--- config.mk ---
export PLATFORM = sky130hd
export DESIGN_NAME = pfsf_top
export DESIGN_NICKNAME = d
export VERILOG_FILES = /design/src/inc/pfsf_pkg.sv /design/src/hw/pfsf_top.sv /design/src/hw/pfsf_flag_cell.sv
export VERILOG_INCLUDE_DIRS = /design/src /design/src/inc
export SDC_FILE = /design/constraint.sdc
export NUM_CORES = 1
export LEC_CHECK = 0
export BUFFER_PORTS_ARGS = -buffer_cell sky130_fd_sc_hd__buf_2
export CORE_AREA = 2 2 151 212
export DETAILED_ROUTE_END_ITERATION = 8
export DIE_AREA = 0 0 153 214
export GPL_ROUTABILITY_DRIVEN = 0
export PLACE_DENSITY = 0.55
export SLEW_MARGIN = 15
export SYNTH_ARGS = -nofsm -noshare
export SYNTH_HDL_FRONTEND = slang
export SYNTH_SLANG_ARGS = --single-unit
--- constraint.sdc ---
create_clock -name sys_clk -period 9.71 [get_ports sys_clk]
set_input_delay 1.942 -clock sys_clk [delete_from_list [all_inputs] [get_ports sys_clk]]
set_output_delay 1.942 -clock sys_clk [all_outputs]
set_load 0.03 [all_outputs]
--- src/inc/pfsf_map.svh ---
`ifndef PFSF_MAP_SVH
`define PFSF_MAP_SVH

// ----------------------------------------
// register offsets
// ----------------------------------------
`define PFSF_A_STATUS 8'h00
`define PFSF_A_FIFO_DATA 8'h0C
`define PFSF_A_FIFO_THR 8'h0D
`define PFSF_A_FIFO_CFG2 8'h0E
`define PFSF_A_SYS_CFG1 8'h11
`define PFSF_A_IMP_CFG3 8'h22
`define PFSF_A_IMP_CFG4 8'h23
`define PFSF_A_IMP_CFG5 8'h24
`define PFSF_A_IMP_CFG6 8'h25
`define PFSF_A_IMP_LO_THR 8'h26
`define PFSF_A_IMP_HI_THR 8'h27
`define PFSF_A_IMP_CFG7 8'h28
`define PFSF_A_MUX_CFG1 8'h41
`define PFSF_A_MUX_CFG2 8'h42
`define PFSF_A_MUX_CFG3 8'h43
`define PFSF_A_BIST_ERR 8'h44
`define PFSF_A_DC_LEAD_CFG 8'h50
`define PFSF_A_DC_LEAD_THR 8'h51
`define PFSF_A_BIAS_CFG 8'h58
`define PFSF_A_IRQ_EN1 8'h80
`define PFSF_A_IRQ_EN2 8'h81
`define PFSF_A_DEVICE_IDENTIFIER 8'hFF

// ----------------------------------------
// field positions and reset values
// ----------------------------------------
`define PFSF_B_AFULL 7
`define PFSF_B_RSVD 6
`define PFSF_B_DRDY 5
`define PFSF_B_FLOST 4
`define PFSF_B_FLOCK 3
`define PFSF_B_PLOST 2
`define PFSF_B_PLOCK 1
`define PFSF_B_UV 0
`define PFSF_B_CLR_ON_RD 3
`define PFSF_B_SHUTDOWN_BIT 1
`define PFSF_STATUS_RST 8'h01
`define PFSF_CFG_RST 8'h00
`define PFSF_NUM_RW 18
`define PFSF_I2C_ADDR_DEF 7'h30
`define PFSF_DEVICE_IDENTIFIER_DEF 8'h5A

`endif

--- src/inc/pfsf_pkg.sv ---
`include "pfsf_map.svh"

package pfsf_pkg;

  typedef enum logic [2:0] {
    PFSF_IDLE = 3'b000,
    PFSF_ADDR = 3'b001,
    PFSF_AACK = 3'b010,
    PFSF_WR = 3'b011,
    PFSF_WACK = 3'b100,
    PFSF_RD = 3'b101,
    PFSF_RACK = 3'b110
  } pfsf_state_t;

  typedef struct packed {
    logic pll_freq_locked_flag;
    logic phase_lock;
  } pfsf_pll_t;

  typedef struct packed {
    logic scl;
    logic sda;
  } pfsf_i2c_in_t;

  typedef struct packed {
    logic sda_o;
    logic sda_oe;
  } pfsf_i2c_out_t;

  typedef struct packed {
    logic flag;
  } pfsf_cell_t;

  typedef struct packed {
    pfsf_state_t state;
    logic [3:0] cnt;
    logic [7:0] shift;
    logic [7:0] ptr;
    logic [7:0] tx;
    logic rw;
    logic have_ptr;
    logic more;
    logic drive_low;
    logic [4:0] sy1;
    logic [4:0] sy2;
    logic scl_d;
    logic sda_d;
    logic afull_d;
    logic ever_plock;
    logic stat_rd;
    logic fifo_rd;
    logic shutdown_bit_wr;
    logic [1:0] warm;
    logic [`PFSF_NUM_RW-1:0][7:0] regs;
  } pfsf_st_t;

endpackage : pfsf_pkg

--- src/hw/pfsf_top.sv ---
`timescale 1ns/1ps
`include "pfsf_map.svh"

module pfsf_top import pfsf_pkg::*; #(
  parameter logic [6:0] I2C_ADDR = `PFSF_I2C_ADDR_DEF,
  // arbitrary identifier value
  parameter logic [7:0] DEVICE_IDENTIFIER = `PFSF_DEVICE_IDENTIFIER_DEF
) (
  input wire logic sys_clk,
  input wire logic rst_n,
  input wire pfsf_i2c_in_t i2c_in,
  output pfsf_i2c_out_t i2c_out,
  input wire pfsf_pll_t pll,
  input wire logic uvlo,
  input wire logic [7:0] fifo_level,
  input wire logic fifo_new_data,
  input wire logic [7:0] fifo_data,
  input wire logic [7:0] bist_err,
  output logic fifo_rd_pulse,
  output logic shutdown_bit,
  output logic clear_on_data_read,
  output logic [7:0] status_flags,
  output logic irq
);

  pfsf_st_t st_r;
  pfsf_st_t st_nxt;

  logic scl_s;
  logic sda_s;
  logic freq_s;
  logic plock_s;
  logic uv_s;
  logic scl_rise;
  logic scl_fall;
  logic start_c;
  logic stop_c;
  logic afull_hit;
  logic do_load;
  logic do_write;
  logic [4:0] wr_idx;
  logic wr_ok;
  logic [4:0] rd_idx;
  logic rd_ok;
  logic [7:0] rd_val;
  logic [7:0] set_vec;
  logic [7:0] clr_vec;
  logic [7:0] flags;
  logic [7:0] irq_en1;

  // ----------------------------------------
  // register index lookup
  // ----------------------------------------
  function automatic logic [5:0] reg_index(input logic [7:0] a);
    logic [5:0] r;
    r = 6'h00;
    case (a)
      `PFSF_A_FIFO_THR: r = {1'b1, 5'h00};
      `PFSF_A_FIFO_CFG2: r = {1'b1, 5'h01};
      `PFSF_A_SYS_CFG1: r = {1'b1, 5'h02};
      `PFSF_A_IMP_CFG3: r = {1'b1, 5'h03};
      `PFSF_A_IMP_CFG4: r = {1'b1, 5'h04};
      `PFSF_A_IMP_CFG5: r = {1'b1, 5'h05};
      `PFSF_A_IMP_CFG6: r = {1'b1, 5'h06};
      `PFSF_A_IMP_LO_THR: r = {1'b1, 5'h07};
      `PFSF_A_IMP_HI_THR: r = {1'b1, 5'h08};
      `PFSF_A_IMP_CFG7: r = {1'b1, 5'h09};
      `PFSF_A_MUX_CFG1: r = {1'b1, 5'h0A};
      `PFSF_A_MUX_CFG2: r = {1'b1, 5'h0B};
      `PFSF_A_MUX_CFG3: r = {1'b1, 5'h0C};
      `PFSF_A_DC_LEAD_CFG: r = {1'b1, 5'h0D};
      `PFSF_A_DC_LEAD_THR: r = {1'b1, 5'h0E};
      `PFSF_A_BIAS_CFG: r = {1'b1, 5'h0F};
      `PFSF_A_IRQ_EN1: r = {1'b1, 5'h10};
      `PFSF_A_IRQ_EN2: r = {1'b1, 5'h11};
      default: r = 6'h00;
    endcase
    return r;
  endfunction : reg_index

  // ----------------------------------------
  // synchronised pins and bus events
  // ----------------------------------------
  assign scl_s = st_r.sy2[0];
  assign sda_s = st_r.sy2[1];
  assign freq_s = st_r.sy2[2];
  assign plock_s = st_r.sy2[3];
  assign uv_s = st_r.sy2[4];
  assign scl_rise = scl_s && !st_r.scl_d;
  assign scl_fall = !scl_s && st_r.scl_d;
  assign start_c = scl_s && st_r.scl_d && st_r.sda_d && !sda_s;
  assign stop_c = scl_s && st_r.scl_d && !st_r.sda_d && sda_s;

  assign {wr_ok, wr_idx} = reg_index(st_r.ptr);
  assign {rd_ok, rd_idx} = reg_index(st_r.ptr);
  assign irq_en1 = st_r.regs[5'h10];
  assign clear_on_data_read = st_r.regs[5'h01][`PFSF_B_CLR_ON_RD];
  assign shutdown_bit = st_r.regs[5'h02][`PFSF_B_SHUTDOWN_BIT];
  // level compare, edge taken below so a standing fill sets only once
  assign afull_hit = fifo_level >= st_r.regs[5'h00];

  // ----------------------------------------
  // read data selection
  // ----------------------------------------
  always_comb begin
    case (st_r.ptr)
      `PFSF_A_STATUS: rd_val = flags;
      `PFSF_A_FIFO_DATA: rd_val = fifo_data;
      `PFSF_A_BIST_ERR: rd_val = bist_err;
      `PFSF_A_DEVICE_IDENTIFIER: rd_val = DEVICE_IDENTIFIER;
      default: rd_val = rd_ok ? st_r.regs[rd_idx] : 8'h00;
    endcase
  end

  // ----------------------------------------
  // serial target and register file
  // ----------------------------------------
  always_comb begin
    st_nxt = st_r;
    do_load = 1'b0;
    do_write = 1'b0;
    st_nxt.sy1 = {uvlo, pll.phase_lock, pll.pll_freq_locked_flag, i2c_in.sda, i2c_in.scl};
    st_nxt.sy2 = st_r.sy1;
    st_nxt.warm = {st_r.warm[0], 1'b1}; // cleared sync stages read as unlocked at first
    st_nxt.scl_d = scl_s;
    st_nxt.sda_d = sda_s;
    st_nxt.stat_rd = 1'b0;
    st_nxt.fifo_rd = 1'b0;
    st_nxt.shutdown_bit_wr = 1'b0;
    st_nxt.afull_d = afull_hit;
    if (plock_s) begin
      st_nxt.ever_plock = 1'b1;
    end
    if (start_c) begin
      st_nxt.state = PFSF_ADDR;
      st_nxt.cnt = 4'h0;
      st_nxt.have_ptr = 1'b0;
      st_nxt.drive_low = 1'b0;
    end else if (stop_c) begin
      st_nxt.state = PFSF_IDLE;
      st_nxt.drive_low = 1'b0;
    end else begin
      case (st_r.state)
        PFSF_IDLE: begin
          st_nxt.drive_low = 1'b0;
        end
        PFSF_ADDR: begin
          if (scl_rise) begin
            st_nxt.shift = {st_r.shift[6:0], sda_s};
            st_nxt.cnt = st_r.cnt + 4'h1;
          end else if (scl_fall && st_r.cnt == 4'h8) begin
            if (st_r.shift[7:1] == I2C_ADDR) begin
              st_nxt.drive_low = 1'b1;
              st_nxt.rw = st_r.shift[0];
              st_nxt.state = PFSF_AACK;
            end else begin
              st_nxt.state = PFSF_IDLE;
            end
          end
        end
        PFSF_AACK: begin
          if (scl_fall) begin
            st_nxt.drive_low = 1'b0;
            st_nxt.cnt = 4'h0;
            if (st_r.rw) begin
              do_load = 1'b1;
              st_nxt.state = PFSF_RD;
            end else begin
              st_nxt.state = PFSF_WR;
            end
          end
        end
        PFSF_WR: begin
          if (scl_rise) begin
            st_nxt.shift = {st_r.shift[6:0], sda_s};
            st_nxt.cnt = st_r.cnt + 4'h1;
          end else if (scl_fall && st_r.cnt == 4'h8) begin
            st_nxt.drive_low = 1'b1;
            st_nxt.state = PFSF_WACK;
            if (!st_r.have_ptr) begin
              st_nxt.ptr = st_r.shift;
              st_nxt.have_ptr = 1'b1;
            end else begin
              do_write = 1'b1;
            end
          end
        end
        PFSF_WACK: begin
          if (scl_fall) begin
            st_nxt.drive_low = 1'b0;
            st_nxt.cnt = 4'h0;
            st_nxt.state = PFSF_WR;
          end
        end
        PFSF_RD: begin
          if (scl_fall) begin
            st_nxt.cnt = st_r.cnt + 4'h1;
            st_nxt.tx = {st_r.tx[6:0], 1'b0};
            if (st_r.cnt == 4'h7) begin
              st_nxt.drive_low = 1'b0;
              st_nxt.state = PFSF_RACK;
            end else begin
              st_nxt.drive_low = !st_r.tx[6];
            end
          end
        end
        PFSF_RACK: begin
          if (scl_rise) begin
            st_nxt.more = !sda_s;
          end else if (scl_fall) begin
            if (st_r.more) begin
              do_load = 1'b1;
              st_nxt.state = PFSF_RD;
            end else begin
              st_nxt.state = PFSF_IDLE;
            end
          end
        end
        default: begin
          st_nxt.state = PFSF_IDLE;
        end
      endcase
    end
    // capture happens in the same cycle as the clear pulse is raised
    if (do_load) begin
      st_nxt.tx = rd_val;
      st_nxt.drive_low = !rd_val[7];
      st_nxt.cnt = 4'h0;
      if (st_r.ptr == `PFSF_A_STATUS) begin
        st_nxt.stat_rd = 1'b1;
      end
      // fifo data port does not advance so bursts drain the fifo
      if (st_r.ptr == `PFSF_A_FIFO_DATA) begin
        st_nxt.fifo_rd = 1'b1;
      end else begin
        st_nxt.ptr = st_r.ptr + 8'h01;
      end
    end
    if (do_write) begin
      if (wr_ok) begin
        st_nxt.regs[wr_idx] = st_r.shift;
      end
      if (st_r.ptr == `PFSF_A_SYS_CFG1 && st_r.shift[`PFSF_B_SHUTDOWN_BIT]) begin
        st_nxt.shutdown_bit_wr = 1'b1;
      end
      st_nxt.ptr = st_r.ptr + 8'h01;
    end
  end

  always_ff @(posedge sys_clk or negedge rst_n) begin
    if (!rst_n) begin
      st_r <= '0;
    end else begin
      st_r <= st_nxt;
    end
  end

  // ----------------------------------------
  // status flags
  // ----------------------------------------
  always_comb begin
    set_vec = 8'h00;
    set_vec[`PFSF_B_AFULL] = afull_hit && !st_r.afull_d;
    set_vec[`PFSF_B_DRDY] = fifo_new_data;
    set_vec[`PFSF_B_FLOST] = !freq_s && st_r.warm[1];
    set_vec[`PFSF_B_FLOCK] = freq_s;
    set_vec[`PFSF_B_PLOST] = st_r.ever_plock && !plock_s;
    set_vec[`PFSF_B_PLOCK] = plock_s;
    set_vec[`PFSF_B_UV] = uv_s;
    clr_vec = {8{st_r.stat_rd}};
    clr_vec[`PFSF_B_AFULL] = st_r.stat_rd || (st_r.fifo_rd && clear_on_data_read);
    clr_vec[`PFSF_B_DRDY] = st_r.stat_rd || (st_r.fifo_rd && clear_on_data_read);
    clr_vec[`PFSF_B_UV] = st_r.stat_rd || st_r.shutdown_bit_wr;
  end

  for (genvar i = 0; i < 8; i++) begin : g_flag
    if (i == `PFSF_B_RSVD) begin : g_rsvd
      assign flags[i] = 1'b0;
    end else begin : g_cell
      pfsf_flag_cell #(
        .RST_VAL(1'(`PFSF_STATUS_RST >> i))
      ) u_cell (
        .sys_clk(sys_clk),
        .rst_n(rst_n),
        .set(set_vec[i]),
        .clr(clr_vec[i]),
        .flag(flags[i])
      );
    end
  end

  // ----------------------------------------
  // outputs
  // ----------------------------------------
  // undervoltage bypasses the enables
  assign irq = |(flags & irq_en1) || flags[`PFSF_B_UV];
  assign i2c_out.sda_o = 1'b0;
  assign i2c_out.sda_oe = st_r.drive_low;
  assign fifo_rd_pulse = st_r.fifo_rd;
  assign status_flags = flags;
endmodule : pfsf_top

--- src/hw/pfsf_flag_cell.sv ---
`timescale 1ns/1ps

module pfsf_flag_cell import pfsf_pkg::*; #(
  parameter logic RST_VAL = 1'b0
) (
  input wire logic sys_clk,
  input wire logic rst_n,
  input wire logic set,
  input wire logic clr,
  output logic flag
);

  pfsf_cell_t st_r;
  pfsf_cell_t st_nxt;

  // set beats clear so an event in the clearing cycle survives
  always_comb begin
    st_nxt = st_r;
    if (set) begin
      st_nxt.flag = 1'b1;
    end else if (clr) begin
      st_nxt.flag = 1'b0;
    end
  end

  always_ff @(posedge sys_clk or negedge rst_n) begin
    if (!rst_n) begin
      st_r <= '{flag: RST_VAL};
    end else begin
      st_r <= st_nxt;
    end
  end

  assign flag = st_r.flag;
endmodule : pfsf_flag_cell

==> run summary, run 1 <==
Status - completed
Site Rows - 76
Crit path time final - 4180 ps
Leak pwr - 5.24 nW
Tcrit/Tclk final - 43.0%
TritonCTS Buffers - 21
First-pass GRT wire length - 45,500 µm
Die area - 32,700 µm²
I/O Pins - 46
Final HPWL DP - 20,000 µm
DR iter-0 viols - 409
Final wirelength - 29,200 µm
Synth cell types - 79
H-tree levels - 1
Post-CTS Setup Inserts - 0
Via count of the first global-routing pass - 7,474
Share of layout cells above drive strength 1 - 29.9%
Detail Route Antenna Nets - 0
Largest net degree at the start of global routing - 71
Area Growth Syn to Fin - 10.4%
Critical path launch point type - flip-flop
Port buffer count - 43
Wire per inst - 21.9 µm
Max FO, Critical Path - 17
Vias per Instance - 5.56
Slew Limit Headroom - 29.8%
Cell Pwr Density - 164 nW/µm²
CP max stage delay - 870 ps
Endpoint type of the worst setup path - flip-flop
Top-count cell post-synth - dfrtp_1
Cells along the critical path - inv_1, ha_1, nor2b_1, o211ai_1, nand4_1, nor3_1, nand2_1, nor2_2, mux2_2
Avg Cell Area, Syn - 11.5 µm²
CORE AREA - 30,700 µm²
Hold WS - 351 ps
Worst hold stages - 0
Hold Path Class - reg2reg
Synth Cell Area - 10,700 µm²
Top post-synthesis cells by area - dfrtp_1 48%, mux2_2 17%, mux2i_1 3.0%
Slowest CP cell - nor3_1
Hold_buf cts - 0
Post-CTS sizing - 0
Skew final - 16.0 ps
Arr. time, crit path - 4570 ps
Post-synth EDFFs - 0
Sequential area share after synthesis - 47.9%
F_max - 0.239 GHz
Number of synthesized register bits - 204
Crit path required time - 10,100 ps
Max-Cap Viols - 0
TritonCTS sink count - 204
Final Hold Vio Count - 0
Cells after Synth - 928
Peak supply drop - 0.0894 mV
Post-route DRC - 0
Setup TNS - 0 ps
Reg2reg path depth - 9
Setup-failing EPs final - 0
Syn. warnings - 0
Clock buffer depth - 3
Root Driver - clkbuf_16
Async S/R FF share, synth - 100%
Top cell type's share of synthesized area - 47.6%
Clock latency on the worst-skew pair - 520 ps
Tightest Pin Transition - 1050 ps
Antenna violations before repair - 0
Largest area contributor in the netlist - dfrtp_1
Layout Utilization - 38.3%
DRT Pass-1 Iters - 5
Die Ht - 214 µm
Crit path kind - reg2reg
Clock slew at reported path FFs - 60 ps
Starting Density - 34.7%
Grt ovf - 0
DIE WIDTH - 153 µm
Gr usage total - 17.7%
Via count - 7,411
Max Slew Vio Count - 0
Antenna Diode Count - 0
CTS tree - built
Unrepaired setup endpoints after global routing - false
Top cells by count, synth - 203 x dfrtp_1, 159 x mux2_2, 66 x nand2_1, 47 x clkbuf_1
Top FF cell, synth - dfrtp_1
Overall power - 1.93 mW
Layout Nets - 975
[worst paths after layout]
kind	start	end	slack [ps]
max in group asynchronous	rst_n	st_r[68]$_DFFE_PN0P_	6910
worst min register to register	st_nxt[145]$_DFF_PN0_	st_r[145]$_DFF_PN0_	350
min in group asynchronous	rst_n	g_flag[2].g_cell.u_cell.flag$_DFFE_PN0P_	1410
worst max-delay path	st_r[175]$_DFF_PN0_	shutdown_bit$_DFFE_PN0P_	5530
worst min-delay path	st_nxt[145]$_DFF_PN0_	st_r[145]$_DFF_PN0_	350
worst max register to register	st_r[175]$_DFF_PN0_	shutdown_bit$_DFFE_PN0P_	5530
[state kept, by name, indices dropped and copies added, names as in the netlist]
register	cells
st_r	173
irq_en1	8
scl_s	1
shutdown_bit	1
fifo_rd_pulse	1
g_flag.g_cell.u_cell.flag	7
clear_on_data_read	1
i2c_out	1
sda_s	1
plock_s	1
clr_vec	1
set_vec	1
freq_s	1
st_nxt	6
[worst max-delay path: cells and delay by family, from the launching register on]
family | cells | cell delay (ps)
compound gates | 1 | 200
fa+ha+maj | 1 | 340
buf+inv | 1 | 120
flops | 1 | 410
mux | 1 | 390
simple gates | 5 | 2580
[metrics by stage]
step                      std cells  setup slack [ps]  area, µm²
after floorplan                 929              5960      10700
after global placement         1296              5630      11100
after CTS                      1333              5650      11800
after global routing           1333              5340      11800
final                          1333              5530      11800
after detailed placement       1296              5700      11100
[layer usage]
metal	share of wire, %	vias up	GRT usage, %
li1	-	3411	-
met1	42	3762	22.2
met2	51	194	31.2
met3	4.4	44	2.06
met4	2.9	0	6.20
met5	0	-	0
[logic make-up after synthesis]
kind of cell	share of synthesized area, %
adders and majority gates	1.64
and+or+nand+nor	11.5
other	0.0704
DFF	47.9
muxes	21.1
AOI/OAI and AO/OA	12.8
buffers and inverters	4.70
xor gates and xnor gates	0.246
[cell usage in the layout (no fill, tap or decap), drive strengths merged, types with 9 or more instances in the layout]
| cell type | n |
|---|---|
| inv | 25 |
| nand4 | 9 |
| buf | 53 |
| nand3 | 29 |
| o21ai | 29 |
| mux2 | 159 |
| ha | 14 |
| nand2 | 68 |
| mux2i | 32 |
| clkbuf | 35 |
| nor2 | 40 |
| nor3 | 17 |
| a21o | 12 |
| a221oi | 9 |
| dfrtp | 203 |
| o211ai | 9 |
| a21oi | 32 |
[layout make-up]
cell class | instances | area, µm²
clock buffers | 34 | 634
well taps | 390 | 488
inverters | 25 | 93.8
flip-flops and latches | 204 | 5110
fillers | 2993 | 18900
repair buffers | 54 | 307
multi-input cells | 623 | 5080
clock inverters | 3 | 65.1
[power breakdown]
group,leakage (nW),internal [mW],switching [mW]
logic,2.16,0.0432,0.114
registers,2.73,0.869,0.0714
clock network,0.342,0.498,0.332
No activity file was read; power rests on OpenSTA's default activity.
==> inputs of run 2 (changes only) <==
==> constraint.sdc (replaced) <==
create_clock -name sys_clk -period 4.2 [get_ports sys_clk]
set_input_delay 0.84 -clock sys_clk [delete_from_list [all_inputs] [get_ports sys_clk]]
set_output_delay 0.84 -clock sys_clk [all_outputs]
set_load 0.03 [all_outputs]
==> run 2 against run 1 <==
Net effect:
- worst setup slack lost 5000 ps
- sequential share of layout area shrank 0.84 points
- register-to-register slack worse by 5000 ps
- die area is the same
- wire length up 2.5%
- clock power is 150% higher
- sequential power up 120%
- clock skew fell by 6.4 ps
==> run summary, run 2 (same netlist as run 1, synthesis figures left out) <==
Slowest CP cell - mux4_1
I/O Pins - 46
Peak supply drop - 0.199 mV
Commonest cells after routing, fill and taps aside - 203 x dfrtp_1, 159 x mux2_2, 66 x nand2_1
Largest net degree at the start of global routing - 104
Psw - 1.25 mW
Share of layout cells above drive strength 1 - 32.2%
Post-route DRC - 0
Arr. time, crit path - 4030 ps
Max Slew Vio Count - 0
Antenna Diode Count - 0
First-pass GRT wire length - 47,600 µm
CP max stage delay - 580 ps
Hold_buf cts - 0
Vias per Instance - 5.59
Switching Share - 27.3%
Tightest Pin Transition - 1030 ps
Via count of the first global-routing pass - 7,948
Die Ht - 214 µm
Cells along the critical path - inv_1, ha_1, or4b_1, o22ai_4, o31a_2, buf_4, mux4_1, a2111oi_0, o21ai_0
Clock latency on the worst-skew pair - 520 ps
Detail Route Antenna Nets - 0
TritonCTS Buffers - 22
Post-CTS sizing - 0
CTS tree - built
Grt ovf - 0
Combinational share of power - 9.8%
Site Rows - 76
Clock buffer depth - 3
Die area - 32,700 µm²
TritonCTS sink count - 204
Crit path required time - 4600 ps
Unrepaired setup endpoints after global routing - false
Cell Pwr Density - 382 nW/µm²
Wire per inst - 22.1 µm
Max FO, Critical Path - 17
Crit path time final - 3640 ps
Area Growth Syn to Fin - 12.6%
Post-CTS Setup Inserts - 0
Gr usage total - 18.4%
Hold Path Class - reg2reg
H-tree levels - 1
Most flop-heavy register - st_r
Root Driver - clkbuf_16
Max-Cap Viols - 0
Setup-failing EPs final - 0
Clock slew at reported path FFs - 70 ps
Port buffer count - 43
Starting Density - 34.7%
Antenna violations before repair - 0
Layout Nets - 997
DR iter-0 viols - 428
Final wirelength - 30,000 µm
Endpoint type of the worst setup path - flip-flop
Final Hold Vio Count - 0
CORE AREA - 30,700 µm²
Tcrit/Tclk final - 86.6%
Max reg flops - 173
Internal - 3.34 mW
Via count - 7,587
Critical path launch point type - flip-flop
DIE WIDTH - 153 µm
Slew Limit Headroom - 31.6%
Overall power - 4.59 mW
Clock Power Share - 44.4%
Final HPWL DP - 20,700 µm
Commonest non-fill, non-tap cell in the layout - dfrtp_1
F_max - 0.275 GHz
DRT Pass-1 Iters - 5
Status - completed
Setup TNS - 0 ps
Sequential fraction of design power - 45.8%
Crit path kind - reg2reg
Leak pwr - 5.38 nW
Skew final - 9.70 ps
[run 2: cell types whose count changed in the layout (fill, tap and decap cells not counted), sizes merged]
cell      change
inv           +1
buf          +21
clkinv        +5
clkinvlp      +1
clkbuf        -4
[run 2: final cells by class]
| type | count | area, µm² |
|---|---|---|
| repair buffers | 75 | 477 |
| well taps | 390 | 488 |
| multi-input cells | 623 | 5080 |
| flip-flops and latches | 204 | 5110 |
| clock buffers | 30 | 652 |
| fillers | 3008 | 18700 |
| clock inverters | 10 | 110 |
| inverters | 25 | 93.8 |
[run 2: worst paths after layout]
path                                                       endpoint  cells after the start  slack [ps]                   from
setup / recovery                              st_r[173]$_DFFE_PN0P_                      9         560    st_r[176]$_DFF_PN0_
hold / removal                                    plock_s$_DFF_PN0_                      0         350  st_nxt[156]$_DFF_PN0_
min in group asynchronous  g_flag[4].g_cell.u_cell.flag$_DFFE_PN0P_                      1         430                  rst_n
hold reg to reg                                   plock_s$_DFF_PN0_                      0         350  st_nxt[156]$_DFF_PN0_
setup reg to reg                              st_r[173]$_DFFE_PN0P_                      9         560    st_r[176]$_DFF_PN0_
max in group asynchronous                     st_r[185]$_DFFE_PN0P_                      2        2810                  rst_n
[run 2: metal layers]
metal	wire (µm)	part of all wire [%]	global-route usage (%)
met1	12100	40	22.1
met5	0	0	0
met4	1310	4.4	8.24
met2	15400	51	32.9
met3	1200	4.0	2.10
[run 2: worst max-delay path: cells and delay by family (launching register included)]
family	cells	cell delay, ps
AO/OA/AOI/OAI	4	1110
adder cells (fa/ha/maj)	1	400
buffers and inverters	2	440
flip-flops	1	420
multiplexers	1	580
AND/OR/NAND/NOR	1	550
[run 2: power by group through the flow]
stage | logic, mW | registers, mW | clock network, mW
after floorplan | 0.223 | 2.08 | 0
after global placement | 0.456 | 2.13 | 0
after detailed placement | 0.450 | 2.14 | 0
after CTS | 0.455 | 2.10 | 2.09
after global routing | 0.485 | 2.10 | 2.17
final | 0.450 | 2.10 | 2.04
[run 2: per-stage QoR]
step	instances	setup slack [ps]	hold slack, ps	cell area, µm²	utilization, %
6_report	1357	565	345	12000	39.1
5_1_grt	1357	372	349	12000	39.1
4_1_cts	1357	576	345	12000	39.1
3_5_place_dp	1317	576	335	11200	36.6
3_3_place_gp	1317	580	333	11200	36.6
2_1_floorplan	929	1110	331	10700	-
